[config.mk]
export PLATFORM = sky130hd
export DESIGN_NAME = pdroc_top
export DESIGN_NICKNAME = d
export VERILOG_FILES = /design/src/verilog/pdroc_pkg.sv /design/src/verilog/pdroc_sync.sv /design/src/verilog/pdroc_flop.sv /design/src/verilog/pdroc_top.sv
export SDC_FILE = /design/constraint.sdc
export NUM_CORES = 1
export LEC_CHECK = 0
export BUFFER_PORTS_ARGS = -buffer_cell sky130_fd_sc_hd__buf_2
export CORE_AREA = 2 2 160 162
export CTS_CLUSTER_SIZE = 24
export DETAILED_ROUTE_END_ITERATION = 7
export DIE_AREA = 0 0 162 164
export PLACE_DENSITY_LB_ADDON = 0.2
export SLEW_MARGIN = 25
export SYNTH_ARGS = -nofsm -noshare
export SYNTH_HDL_FRONTEND = slang
export SYNTH_SLANG_ARGS = --single-unit
[constraint.sdc]
create_clock -name sys_clk_in -period 14 [get_ports sys_clk_in]
set_input_delay 2.8 -clock sys_clk_in [delete_from_list [all_inputs] [get_ports sys_clk_in]]
set_output_delay 2.8 -clock sys_clk_in [all_outputs]
set_load 0.02 [all_outputs]
[src/verilog/pdroc_pkg.sv]
// ==========================================================
// constants for the dual register output cell block
package pdroc_pkg;

  // ========================================================
  // array shape
  localparam int NUM_CELLS = 10;
  localparam int NUM_REGS  = 20;
  localparam int ADDR_W    = 8;

  // ========================================================
  // register byte offsets
  localparam logic [7:0] OFS_CTRL     = 8'h00;
  localparam logic [7:0] OFS_TTYPE    = 8'h04;
  localparam logic [7:0] OFS_PINCLK   = 8'h08;
  localparam logic [7:0] OFS_OUTSEL   = 8'h0C;
  localparam logic [7:0] OFS_POLARITY = 8'h10;
  localparam logic [7:0] OFS_STATE    = 8'h14;
  localparam logic [7:0] OFS_PINS     = 8'h18;
  localparam logic [7:0] OFS_OE       = 8'h1C;

  // ========================================================
  // control field positions
  localparam int CTRL_COMPAT_BIT = 0;
  localparam int CTRL_SECURE_BIT = 1;
  localparam int CTRL_READY_BIT  = 2;

  // ========================================================
  // reset values
  localparam logic [19:0] TTYPE_RST    = 20'h0_0000;
  localparam logic [19:0] PINCLK_RST   = 20'h0_0000;
  localparam logic [9:0]  OUTSEL_RST   = 10'h000;
  localparam logic [9:0]  POLARITY_RST = 10'h000;
  localparam logic [31:0] RDATA_RST    = 32'h0000_0000;

  // ========================================================
  // timing
  localparam int CLK_PERIOD_NS = 100;
  localparam int PWRUP_NS      = 1000;
  localparam int PWRUP_CYC     = (PWRUP_NS + CLK_PERIOD_NS - 1) / CLK_PERIOD_NS;

  // ========================================================
  // state machines
  typedef enum logic [1:0] {
    APB_IDLE = 2'b00,
    APB_RESP = 2'b01
  } pdroc_apb_e;

  typedef enum logic [1:0] {
    PWR_HOLD = 2'b00,
    PWR_RUN  = 2'b01
  } pdroc_pwr_e;

endpackage : pdroc_pkg

[src/verilog/pdroc_sync.sv]
`timescale 1ns/100ps
// ==========================================================
// two flop synchroniser for pin level inputs
module pdroc_sync #(
  parameter int WIDTH = 1
) (
  // system
  input  wire logic             clk_in,
  input  wire logic             rst_n_in,
  // data
  input  wire logic [WIDTH-1:0] d_in,
  output      logic [WIDTH-1:0] q_out
);

  logic [WIDTH-1:0] meta_reg;

  // first stage feeds only the second
  always_ff @(posedge clk_in or negedge rst_n_in) begin
    if (!rst_n_in) begin
      meta_reg <= '0;
      q_out    <= '0;
    end else begin
      meta_reg <= d_in;
      q_out    <= meta_reg;
    end
  end

endmodule : pdroc_sync

[src/verilog/pdroc_flop.sv]
`timescale 1ns/100ps
// ==========================================================
// one configurable register of an output logic cell
module pdroc_flop (
  // system
  input  wire logic clk_in,
  input  wire logic rst_n_in,
  // private terms
  input  wire logic sum_in,
  input  wire logic clk_term_in,
  input  wire logic areset_in,
  // shared inputs
  input  wire logic clk_pin_in,
  input  wire logic preset_in,
  input  wire logic hold_in,
  // configuration
  input  wire logic pin_clk_sel_in,
  input  wire logic toggle_sel_in,
  // state
  output      logic q_out
);

  logic clk_src;
  logic prev_reg;
  logic master_reg;
  logic rise;

  // pin clock or private clock term
  assign clk_src = pin_clk_sel_in ? clk_pin_in : clk_term_in;
  assign rise    = clk_src & ~prev_reg;

  always_ff @(posedge clk_in or negedge rst_n_in) begin
    if (!rst_n_in) begin
      prev_reg <= 1'b0;
    end else begin
      prev_reg <= clk_src;
    end
  end

  // master half samples data ahead of the edge
  always_ff @(posedge clk_in or negedge rst_n_in) begin
    if (!rst_n_in) begin
      master_reg <= 1'b0;
    end else if (areset_in || hold_in) begin
      master_reg <= 1'b0;
    end else begin
      master_reg <= sum_in;
    end
  end

  // slave half; reset beats preset
  always_ff @(posedge clk_in or negedge rst_n_in) begin
    if (!rst_n_in) begin
      q_out <= 1'b0;
    end else if (areset_in || hold_in) begin
      q_out <= 1'b0;
    end else if (rise) begin
      if (preset_in) begin
        q_out <= 1'b1;
      end else if (toggle_sel_in) begin
        q_out <= q_out ^ master_reg;
      end else begin
        q_out <= master_reg;
      end
    end
  end

  chk_areset_clears: assert property (@(posedge clk_in) disable iff (!rst_n_in)
    areset_in |=> (!q_out && !master_reg))
    else $error("reset term did not clear both halves");

  chk_reset_priority: assert property (@(posedge clk_in) disable iff (!rst_n_in)
    (areset_in && preset_in && rise) |=> !q_out)
    else $error("preset overrode reset term");

  chk_preset_sets: assert property (@(posedge clk_in) disable iff (!rst_n_in)
    (rise && preset_in && !areset_in && !hold_in) |=> q_out)
    else $error("preset missed at clock edge");

  chk_toggle_flips: assert property (@(posedge clk_in) disable iff (!rst_n_in)
    (rise && toggle_sel_in && !preset_in && !areset_in && !hold_in)
      |=> (q_out == ($past(q_out) ^ $past(master_reg))))
    else $error("toggle register wrong");

  chk_dtype_loads: assert property (@(posedge clk_in) disable iff (!rst_n_in)
    (rise && !toggle_sel_in && !preset_in && !areset_in && !hold_in)
      |=> (q_out == $past(master_reg)))
    else $error("d register wrong");

  chk_hold_no_edge: assert property (@(posedge clk_in) disable iff (!rst_n_in)
    (!rise && !areset_in && !hold_in) |=> $stable(q_out))
    else $error("register moved without its clock");

endmodule : pdroc_flop

[src/verilog/pdroc_top.sv]
// The implementer's own choices: the APB slave port and the register addresses.
`timescale 1ns/100ps
// ==========================================================
// Operation
// - each register chooses D or T behaviour on its own
// - each register clocks from its own clock term or the clock pin
// - two registers per cell, twenty total; one drives the pin
// - each register has private sum, reset and clock terms
// - all twenty register states feed back to the array
// - each pin has an input path apart from register feedback
// - each pin driver is enabled by its own term
// - one shared preset sets all registers at their clock edge
// - each register has its own reset term, independent of its clock
// - reset term clears both master and slave halves
// - once secured, type, clock source, output select and polarity settings read back as all ones
// - compatibility mode removes toggle registers and pin clocking
// - after power-up delay all registers are low
module pdroc_top
  import pdroc_pkg::*;
(
  // system
  input  wire logic                         sys_clk_in,
  input  wire logic                         rst_n_in,
  // apb slave
  input  wire logic [pdroc_pkg::ADDR_W-1:0] paddr_in,
  input  wire logic                         psel_in,
  input  wire logic                         penable_in,
  input  wire logic                         pwrite_in,
  input  wire logic [31:0]                  pwdata_in,
  output      logic [31:0]                  prdata_out,
  output      logic                         pready_out,
  output      logic                         pslverr_out,
  // array terms
  input  wire logic [pdroc_pkg::NUM_REGS-1:0]  sum_term_in,
  input  wire logic [pdroc_pkg::NUM_REGS-1:0]  clk_term_in,
  input  wire logic [pdroc_pkg::NUM_REGS-1:0]  rst_term_in,
  input  wire logic                            preset_term_in,
  input  wire logic                            clk_pin_in,
  input  wire logic [pdroc_pkg::NUM_CELLS-1:0] oe_term_in,
  // io pins
  input  wire logic [pdroc_pkg::NUM_CELLS-1:0] io_pin_in,
  output      logic [pdroc_pkg::NUM_CELLS-1:0] io_pin_out,
  output      logic [pdroc_pkg::NUM_CELLS-1:0] io_pin_oe_out,
  // feedback into the array
  output      logic [pdroc_pkg::NUM_REGS-1:0]  reg_fb_out,
  output      logic [pdroc_pkg::NUM_CELLS-1:0] pin_fb_out
);

  import pdroc_pkg::*;

  // ========================================================
  // reset release
  logic [1:0]             rst_sync_reg;
  logic                   rst_n;

  // ========================================================
  // synchronised terms
  logic [NUM_REGS-1:0]    sum_s;
  logic [NUM_REGS-1:0]    clk_s;
  logic [NUM_REGS-1:0]    rst_s;
  logic                   preset_s;
  logic                   clk_pin_s;
  logic [NUM_CELLS-1:0]   oe_s;

  // ========================================================
  // configuration and state
  logic                   compat_reg;
  logic                   secure_reg;
  logic [NUM_REGS-1:0]    ttype_reg;
  logic [NUM_REGS-1:0]    pinclk_reg;
  logic [NUM_CELLS-1:0]   outsel_reg;
  logic [NUM_CELLS-1:0]   pol_reg;
  logic [NUM_REGS-1:0]    eff_ttype;
  logic [NUM_REGS-1:0]    eff_pinclk;
  logic [NUM_REGS-1:0]    q;
  pdroc_pwr_e             pwr_state_reg;
  logic [7:0]             pwr_cnt_reg;
  logic                   hold;

  // ========================================================
  // bus
  pdroc_apb_e             apb_state_reg;
  logic                   wr_fire;
  logic                   rd_hit;
  logic [31:0]            rd_next;

  // ========================================================
  // reset release: async assert, two flop release
  always_ff @(posedge sys_clk_in or negedge rst_n_in) begin
    if (!rst_n_in) begin
      rst_sync_reg <= 2'b00;
    end else begin
      rst_sync_reg <= {rst_sync_reg[0], 1'b1};
    end
  end

  assign rst_n = rst_sync_reg[1];

  // ========================================================
  // term synchronisers; terms arrive from outside this clock
  pdroc_sync #(.WIDTH(NUM_REGS)) u_sync_sum (
    .clk_in   (sys_clk_in),
    .rst_n_in (rst_n),
    .d_in     (sum_term_in),
    .q_out    (sum_s)
  );

  pdroc_sync #(.WIDTH(NUM_REGS)) u_sync_clk (
    .clk_in   (sys_clk_in),
    .rst_n_in (rst_n),
    .d_in     (clk_term_in),
    .q_out    (clk_s)
  );

  pdroc_sync #(.WIDTH(NUM_REGS)) u_sync_rst (
    .clk_in   (sys_clk_in),
    .rst_n_in (rst_n),
    .d_in     (rst_term_in),
    .q_out    (rst_s)
  );

  // preset and pin clock travel together so the preset meets its edge
  pdroc_sync #(.WIDTH(2)) u_sync_shared (
    .clk_in   (sys_clk_in),
    .rst_n_in (rst_n),
    .d_in     ({preset_term_in, clk_pin_in}),
    .q_out    ({preset_s, clk_pin_s})
  );

  pdroc_sync #(.WIDTH(NUM_CELLS)) u_sync_oe (
    .clk_in   (sys_clk_in),
    .rst_n_in (rst_n),
    .d_in     (oe_term_in),
    .q_out    (oe_s)
  );

  // dedicated pin input path, apart from register feedback
  pdroc_sync #(.WIDTH(NUM_CELLS)) u_sync_pin (
    .clk_in   (sys_clk_in),
    .rst_n_in (rst_n),
    .d_in     (io_pin_in),
    .q_out    (pin_fb_out)
  );

  // ========================================================
  // power-up hold: registers kept low until the delay ends
  always_ff @(posedge sys_clk_in or negedge rst_n) begin
    if (!rst_n) begin
      pwr_state_reg <= PWR_HOLD;
      pwr_cnt_reg   <= 8'h00;
    end else begin
      case (pwr_state_reg)
        PWR_HOLD: begin
          if (pwr_cnt_reg == 8'(PWRUP_CYC - 1)) begin
            pwr_state_reg <= PWR_RUN;
          end else begin
            pwr_cnt_reg <= pwr_cnt_reg + 8'h01;
          end
        end
        PWR_RUN: begin
          pwr_state_reg <= PWR_RUN;
        end
        default: begin
          pwr_state_reg <= PWR_HOLD;
        end
      endcase
    end
  end

  assign hold = (pwr_state_reg != PWR_RUN);

  // ========================================================
  // apb slave: one wait state, answer on the second access cycle
  always_ff @(posedge sys_clk_in or negedge rst_n) begin
    if (!rst_n) begin
      apb_state_reg <= APB_IDLE;
    end else begin
      case (apb_state_reg)
        APB_IDLE: begin
          if (psel_in && penable_in) begin
            apb_state_reg <= APB_RESP;
          end
        end
        APB_RESP: begin
          apb_state_reg <= APB_IDLE;
        end
        default: begin
          apb_state_reg <= APB_IDLE;
        end
      endcase
    end
  end

  assign wr_fire = (apb_state_reg == APB_RESP) && psel_in && penable_in && pwrite_in;

  always_ff @(posedge sys_clk_in or negedge rst_n) begin
    if (!rst_n) begin
      pready_out  <= 1'b0;
      pslverr_out <= 1'b0;
      prdata_out  <= RDATA_RST;
    end else if (apb_state_reg == APB_IDLE && psel_in && penable_in) begin
      pready_out  <= 1'b1;
      pslverr_out <= !rd_hit;
      prdata_out  <= pwrite_in ? RDATA_RST : rd_next;
    end else begin
      pready_out  <= 1'b0;
      pslverr_out <= 1'b0;
    end
  end

  // ========================================================
  // read mux; secured configuration reads as all programmed
  always_comb begin
    rd_next = RDATA_RST;
    rd_hit  = 1'b1;
    case (paddr_in)
      OFS_CTRL: begin
        rd_next[CTRL_COMPAT_BIT] = compat_reg;
        rd_next[CTRL_SECURE_BIT] = secure_reg;
        rd_next[CTRL_READY_BIT]  = !hold;
      end
      OFS_TTYPE: begin
        rd_next[NUM_REGS-1:0] = secure_reg ? '1 : ttype_reg;
      end
      OFS_PINCLK: begin
        rd_next[NUM_REGS-1:0] = secure_reg ? '1 : pinclk_reg;
      end
      OFS_OUTSEL: begin
        rd_next[NUM_CELLS-1:0] = secure_reg ? '1 : outsel_reg;
      end
      OFS_POLARITY: begin
        rd_next[NUM_CELLS-1:0] = secure_reg ? '1 : pol_reg;
      end
      OFS_STATE: begin
        rd_next[NUM_REGS-1:0] = q;
      end
      OFS_PINS: begin
        rd_next[NUM_CELLS-1:0] = pin_fb_out;
      end
      OFS_OE: begin
        rd_next[NUM_CELLS-1:0] = io_pin_oe_out;
      end
      default: begin
        rd_hit = 1'b0;
      end
    endcase
  end

  // ========================================================
  // control: security bit is set-only until reset
  always_ff @(posedge sys_clk_in or negedge rst_n) begin
    if (!rst_n) begin
      compat_reg <= 1'b0;
      secure_reg <= 1'b0;
    end else if (wr_fire && paddr_in == OFS_CTRL) begin
      compat_reg <= pwdata_in[CTRL_COMPAT_BIT];
      secure_reg <= secure_reg | pwdata_in[CTRL_SECURE_BIT];
    end
  end

  // register type and clock source choices
  always_ff @(posedge sys_clk_in or negedge rst_n) begin
    if (!rst_n) begin
      ttype_reg  <= TTYPE_RST;
      pinclk_reg <= PINCLK_RST;
    end else if (wr_fire) begin
      if (paddr_in == OFS_TTYPE) begin
        ttype_reg <= pwdata_in[NUM_REGS-1:0];
      end
      if (paddr_in == OFS_PINCLK) begin
        pinclk_reg <= pwdata_in[NUM_REGS-1:0];
      end
    end
  end

  // pin driver choice and output polarity per cell
  always_ff @(posedge sys_clk_in or negedge rst_n) begin
    if (!rst_n) begin
      outsel_reg <= OUTSEL_RST;
      pol_reg    <= POLARITY_RST;
    end else if (wr_fire) begin
      if (paddr_in == OFS_OUTSEL) begin
        outsel_reg <= pwdata_in[NUM_CELLS-1:0];
      end
      if (paddr_in == OFS_POLARITY) begin
        pol_reg <= pwdata_in[NUM_CELLS-1:0];
      end
    end
  end

  // compatibility mode masks the newer features, settings are kept
  assign eff_ttype  = compat_reg ? '0 : ttype_reg;
  assign eff_pinclk = compat_reg ? '0 : pinclk_reg;

  // ========================================================
  // twenty registers, each on private terms
  for (genvar r = 0; r < NUM_REGS; r++) begin : g_reg
    pdroc_flop u_flop (
      .clk_in         (sys_clk_in),
      .rst_n_in       (rst_n),
      .sum_in         (sum_s[r]),
      .clk_term_in    (clk_s[r]),
      .areset_in      (rst_s[r]),
      .clk_pin_in     (clk_pin_s),
      .preset_in      (preset_s),
      .hold_in        (hold),
      .pin_clk_sel_in (eff_pinclk[r]),
      .toggle_sel_in  (eff_ttype[r]),
      .q_out          (q[r])
    );
  end

  // every register feeds back, buried or not
  assign reg_fb_out = q;

  // ========================================================
  // output cells: one of two registers reaches the pin
  for (genvar c = 0; c < NUM_CELLS; c++) begin : g_cell
    always_ff @(posedge sys_clk_in or negedge rst_n) begin
      if (!rst_n) begin
        io_pin_out[c]    <= 1'b0;
        io_pin_oe_out[c] <= 1'b0;
      end else begin
        io_pin_out[c]    <= (outsel_reg[c] ? q[2*c+1] : q[2*c]) ^ pol_reg[c];
        io_pin_oe_out[c] <= oe_s[c];
      end
    end

    chk_pin_driver: assert property (@(posedge sys_clk_in) disable iff (!rst_n)
      1'b1 |=> io_pin_out[c] == (($past(outsel_reg[c]) ? $past(q[2*c+1])
                                  : $past(q[2*c])) ^ $past(pol_reg[c])))
      else $error("pin driven by wrong register");

    chk_oe_follow: assert property (@(posedge sys_clk_in) disable iff (!rst_n)
      ##3 io_pin_oe_out[c] == $past(oe_term_in[c], 3))
      else $error("output enable not following its term");
  end

  // ========================================================
  // checks
  chk_secure_readback: assert property (@(posedge sys_clk_in) disable iff (!rst_n)
    (pready_out && secure_reg && !pwrite_in && paddr_in == OFS_TTYPE)
      |-> prdata_out == 32'h000F_FFFF)
    else $error("secured configuration visible");

  chk_compat_masks: assert property (@(posedge sys_clk_in) disable iff (!rst_n)
    (compat_reg && clk_s == '0 && rst_s == '0 && !hold) |=> $stable(reg_fb_out))
    else $error("compatibility mode leaks new features");

  chk_powerup_low: assert property (@(posedge sys_clk_in) disable iff (!rst_n)
    (pwr_state_reg == PWR_HOLD) |=> reg_fb_out == '0)
    else $error("register high during power-up hold");

  chk_powerup_len: assert property (@(posedge sys_clk_in) disable iff (!rst_n)
    $rose(rst_n) |-> hold [*8] ##1 hold ##1 hold ##1 !hold)
    else $error("power-up hold length wrong");

  chk_pin_path: assert property (@(posedge sys_clk_in) disable iff (!rst_n)
    ##2 pin_fb_out == $past(io_pin_in, 2))
    else $error("pin input path broken");

endmodule : pdroc_top

Word level (Yosys, flattened, before mapping) --
Cells that the tools add are included. W data, S select, Z words.
Operators by class: add/subtract/negate cells 1, eq/ne operators 13, multiplexer cells 147, bitwise operators 72, reduce and logical (&&, ||, !) cells 58
Operators by type and width (count):
- $mux W1 | 133
- $mux W20 | 5
- $pmux W7 S7 | 1
- $reduce_bool A2 Y1 | 20
- $eq A8 B5 Y1 const B | 4
- $pmux W10 S3 | 1
- $xor A1 B1 Y1 | 30
- $eq A8 B4 Y1 const B | 3
- $pmux W3 S8 | 1
- $not A1 Y1 | 21
- $and A1 B1 Y1 | 20
- $logic_or A1 B1 Y1 | 20
- $mux W10 | 2
- $reduce_and A2 Y1 | 5
- $add A8 B1 Y8 const B | 1
- $eq A8 B3 Y1 const B | 1
- $logic_not A8 Y1 | 1
- $reduce_or A8 Y1 | 1
- $logic_and A1 B1 Y1 | 7
- $mux W2 | 3
- $eq A2 B1 Y1 const B | 2
- $logic_not A2 Y1 | 2
- $ne A2 B2 Y1 const B | 2
- $pmux W2 S2 | 1
- other kinds (3) | 4
Storage, ports and cells: bits in registers 354, input port bits 127, word-level logic and storage cells 396

Depth between registers and ports, before layout --
depth in word-level cells 5, gate-level depth with buffers 7

Modules after synthesis --
Synthesis repeated with hierarchy kept, for this count alone.
Second synthesis, totals: cells, all modules 977, area, all modules 12871.1 um2
Modules (own cells, without submodules):
- pdroc_top | instances 1, cells each 533, area an instance 5864.4 um2, seq. area each 2902.8 um2
- pdroc_sync at u_sync_clk ... | instances 3, cells each 40, area an instance 1001.0 um2, seq. area each 1001.0 um2
- pdroc_flop | instances 20, cells each 14, area an instance 145.1 um2, seq. area each 75.1 um2
- pdroc_sync at u_sync_oe ... | instances 2, cells each 20, area an instance 500.5 um2, seq. area each 500.5 um2
- pdroc_sync at u_sync_shared | instances 1, cells each 4, area an instance 100.1 um2, seq. area each 100.1 um2

Least setup slack after synthesis --
OpenSTA, ideal clock, no wires.
kind input to register, from input paddr_in[5] (netlist name), to register ttype_reg[0], library setup time 125 ps, arrival time 4490 ps, data required time 13875 ps, setup slack 9385 ps, stages 6, buffers on the path 2, cell sequence or3_1 > buf_2 > or3_4 > nor4_1 > buf_2 > mux2_2
On the way: word-level cells in the longest chain between the ends 2
RTL lines:
- from (decl) | line pdroc_top.sv:25 | input wire logic [pdroc_pkg::ADDR_W-1:0] paddr_in,
- $eq A8 B3 Y1 | line pdroc_top.sv:267 | if (paddr_in == OFS_TTYPE) begin
- $reduce_and A2 Y1 (no source line)
- to (signal assigned) | line pdroc_top.sv:268 | ttype_reg <= pwdata_in[NUM_REGS-1:0];
- to (decl) | line pdroc_top.sv:69 | logic [NUM_REGS-1:0] ttype_reg;
Every way passes these cells. A chain may end at the register's enable or synchronous reset.

Worst setup path in the final report --
from input paddr_in[5] (netlist name), to register ttype_reg[15]
The elaborated chain is that of the path after synthesis.

==> impl_metrics.tcl <==
set metrics [dict create \
    antenna_found_initial 3 \
    crit_slowest_cell "or3_1" \
    clk_pin_slew_ps 60 \
    hpwl_mm 18.3 \
    dieArea_sq_um 26600 \
    fin_crit_sh_pct 33.6 \
    p_leak_uw 0.00719 \
    ys.flop_type "dfrtp_1" \
    cts.repair.resized 0 \
    via_per_inst 5.19 \
    syn_area_sq_um 12700 \
    synth-seq-cells 340 \
    first_pass_iters 4 \
    holdBufCountCts 0 \
    drv_slew 0 \
    ioPinCount 211 \
    grt_pass1_vias 7576 \
    drc 0 \
    rsz0062_at_grt "no" \
    setup_viol 0 \
    grt.overflow.total 0 \
    grt_max_degree 145 \
    ys_top_cells_by_area "dfrtp_1, mux2_2, mux2_4" \
    wire_per_inst_um 18.6 \
    synth_common_cells "dfrtp_1, mux2_2, inv_1" \
    clkLatencyLatePin_ps 520 \
    fin_util_pct 60.5 \
    synth_enable_flop_cells 0 \
    clock_path_buffers 3 \
    coreArea_sq_um 24800 \
    cts_root_buf "clkbuf_16" \
    criticalPathCategory "in -> reg" \
    synthArstFlopShare_pct 100 \
    gp_congestion 0.831 \
    synth_most_common_cell "dfrtp_1" \
    max_clock_freq_mhz 213 \
    hold_viol 0 \
    maxCapViolCount 0 \
    area_growth_pct 17.9 \
    io_buffer_count 186 \
    reg2reg_setup_slack_ps 11460 \
    totalWireLength_mm 27.3 \
    arrival_ps 5100 \
    tns_ps 0 \
    min_path_type "reg -> reg" \
    worstPathCellList "buf_2 -> or3_1 -> or3_4 -> nor4_2 -> buf_4 -> mux2_2" \
    diodes 0 \
    slew-limit-headroom_pct 28.0 \
    finalPower_uw 2090 \
    cts_buffers 36 \
    clock_sinks 340 \
    drive_above_1_share_pct 31.0 \
    fin_area_sq_um 15000 \
    yosysTopAreaCellShare_pct 66.8 \
    start_util_pct 51.3 \
    cpPeakStageDelay_ps 540 \
    skew_ps 17.3 \
    netlist-cell-type-count 55 \
    worst_pin_slew_ps 1080 \
    cp_top_family "simple AND/OR/NAND/NOR gates" \
    fin_nets 1246 \
    outcome "finished clean" \
    yosys.area.top_type "dfrtp_1" \
    required_ps 14390 \
    powerDensity_nw_per_um2 139 \
    ys_warn_count 0 \
    path_max_fanout 17 \
    ir_drop_uv 88.5 \
    dpl_cell_area_sq_um 13800 \
    dr_total_vias 7641 \
    fin_crit_ps 4700 \
    dieWidth_um 162 \
    initialDrtViolationCount 707 \
    end_kind "flop" \
    ant_nets 0 \
    yosysSeqAreaShare_pct 66.8 \
    placementRows 58 \
    startpoint_type "input pin" \
    cts_tree "built" \
    grt_usage_pct 20.9 \
    hold_slack_ps 340 \
    grt_pass1_wl_mm 42.6 \
    crit_buf_inv 2 \
    syn_avg_cell_area_sq_um 13.5 \
    die_h_um 164 \
    htree_levels 2 \
    post_cts_buffers 0 \
    synth_cells 941 \
]
[cell usage in the layout, fill, tap and decap left out, types with 23 or more instances in the layout]
cell type	Yosys	final
buf_2	3	186
nand2_1	36	36
dfrtp_1	340	338
nand2b_1	42	42
o21ai_0	26	26
nand4_1	23	23
clkbuf_16	0	37
inv_1	47	47
nor2_1	40	40
mux2_2	66	66
a21oi_1	29	29
xor2_1	23	23
[worst reg2reg max path, delay by kind of cell (launching register included)]
family,cells,cell delay [ps]
DFF,1,890
buffers and inverters,2,1580
[layout make-up]
| class | instances | area (sq um) |
|---|---|---|
| Sequential cell | 340 | 8510 |
| Clock buffer | 47 | 993 |
| Fill cell | 2024 | 9800 |
| Multi-Input combinational cell | 496 | 3720 |
| Tap cell | 330 | 413 |
| Timing Repair Buffer | 196 | 1020 |
| Inverter | 47 | 176 |
| Clock inverter | 16 | 183 |
[final timing paths]
check                                       startpoint                       to  cells after the start
min in group asynchronous              rst_sync_reg[1]      u_sync_sum.q_out[5]                      0
worst min-delay path            u_sync_rst.meta_reg[0]      u_sync_rst.q_out[0]                      0
worst min register to register  u_sync_rst.meta_reg[0]      u_sync_rst.q_out[0]                      0
worst max-delay path                       paddr_in[5]            ttype_reg[15]                      6
worst max register to register         rst_sync_reg[1]  u_sync_clk.meta_reg[12]                      2
max in group asynchronous              rst_sync_reg[1]  u_sync_clk.meta_reg[12]                      2
[cell families after synthesis]
group,synth area share [%]
XOR/XNOR,2.55
multiplexers,9.67
other,0.0590
AND/OR/NAND/NOR,10.3
AO/OA/AOI/OAI,5.84
flip-flops,66.8
adder cells (fa/ha/maj),0.197
buffers and inverters,4.51
[per-layer routing]
layer  track usage (%)  wire (um)  vias to the layer above
li1                  -          -                     3533
met1              31.9      13100                     3818
met2              30.8      12000                      243
met3              4.24       1790                       41
met4              5.75        415                        6
met5                 0         37                        -
[power by group]
group,switching [uW],internal (uW)
sequential,23.2,1020
clock,377,559
combinational,70.1,38.5
total,470,1620
[per-stage QoR]
step / setup slack (ps) / instances
6_report: 9300 / 1472
5_1_grt: 9080 / 1472
4_1_cts: 9310 / 1472
3_5_place_dp: 8790 / 1409
3_3_place_gp: 8790 / 1409
2_1_floorplan: 3820 / 952
Note: power is estimated with default switching activity, not from simulation.
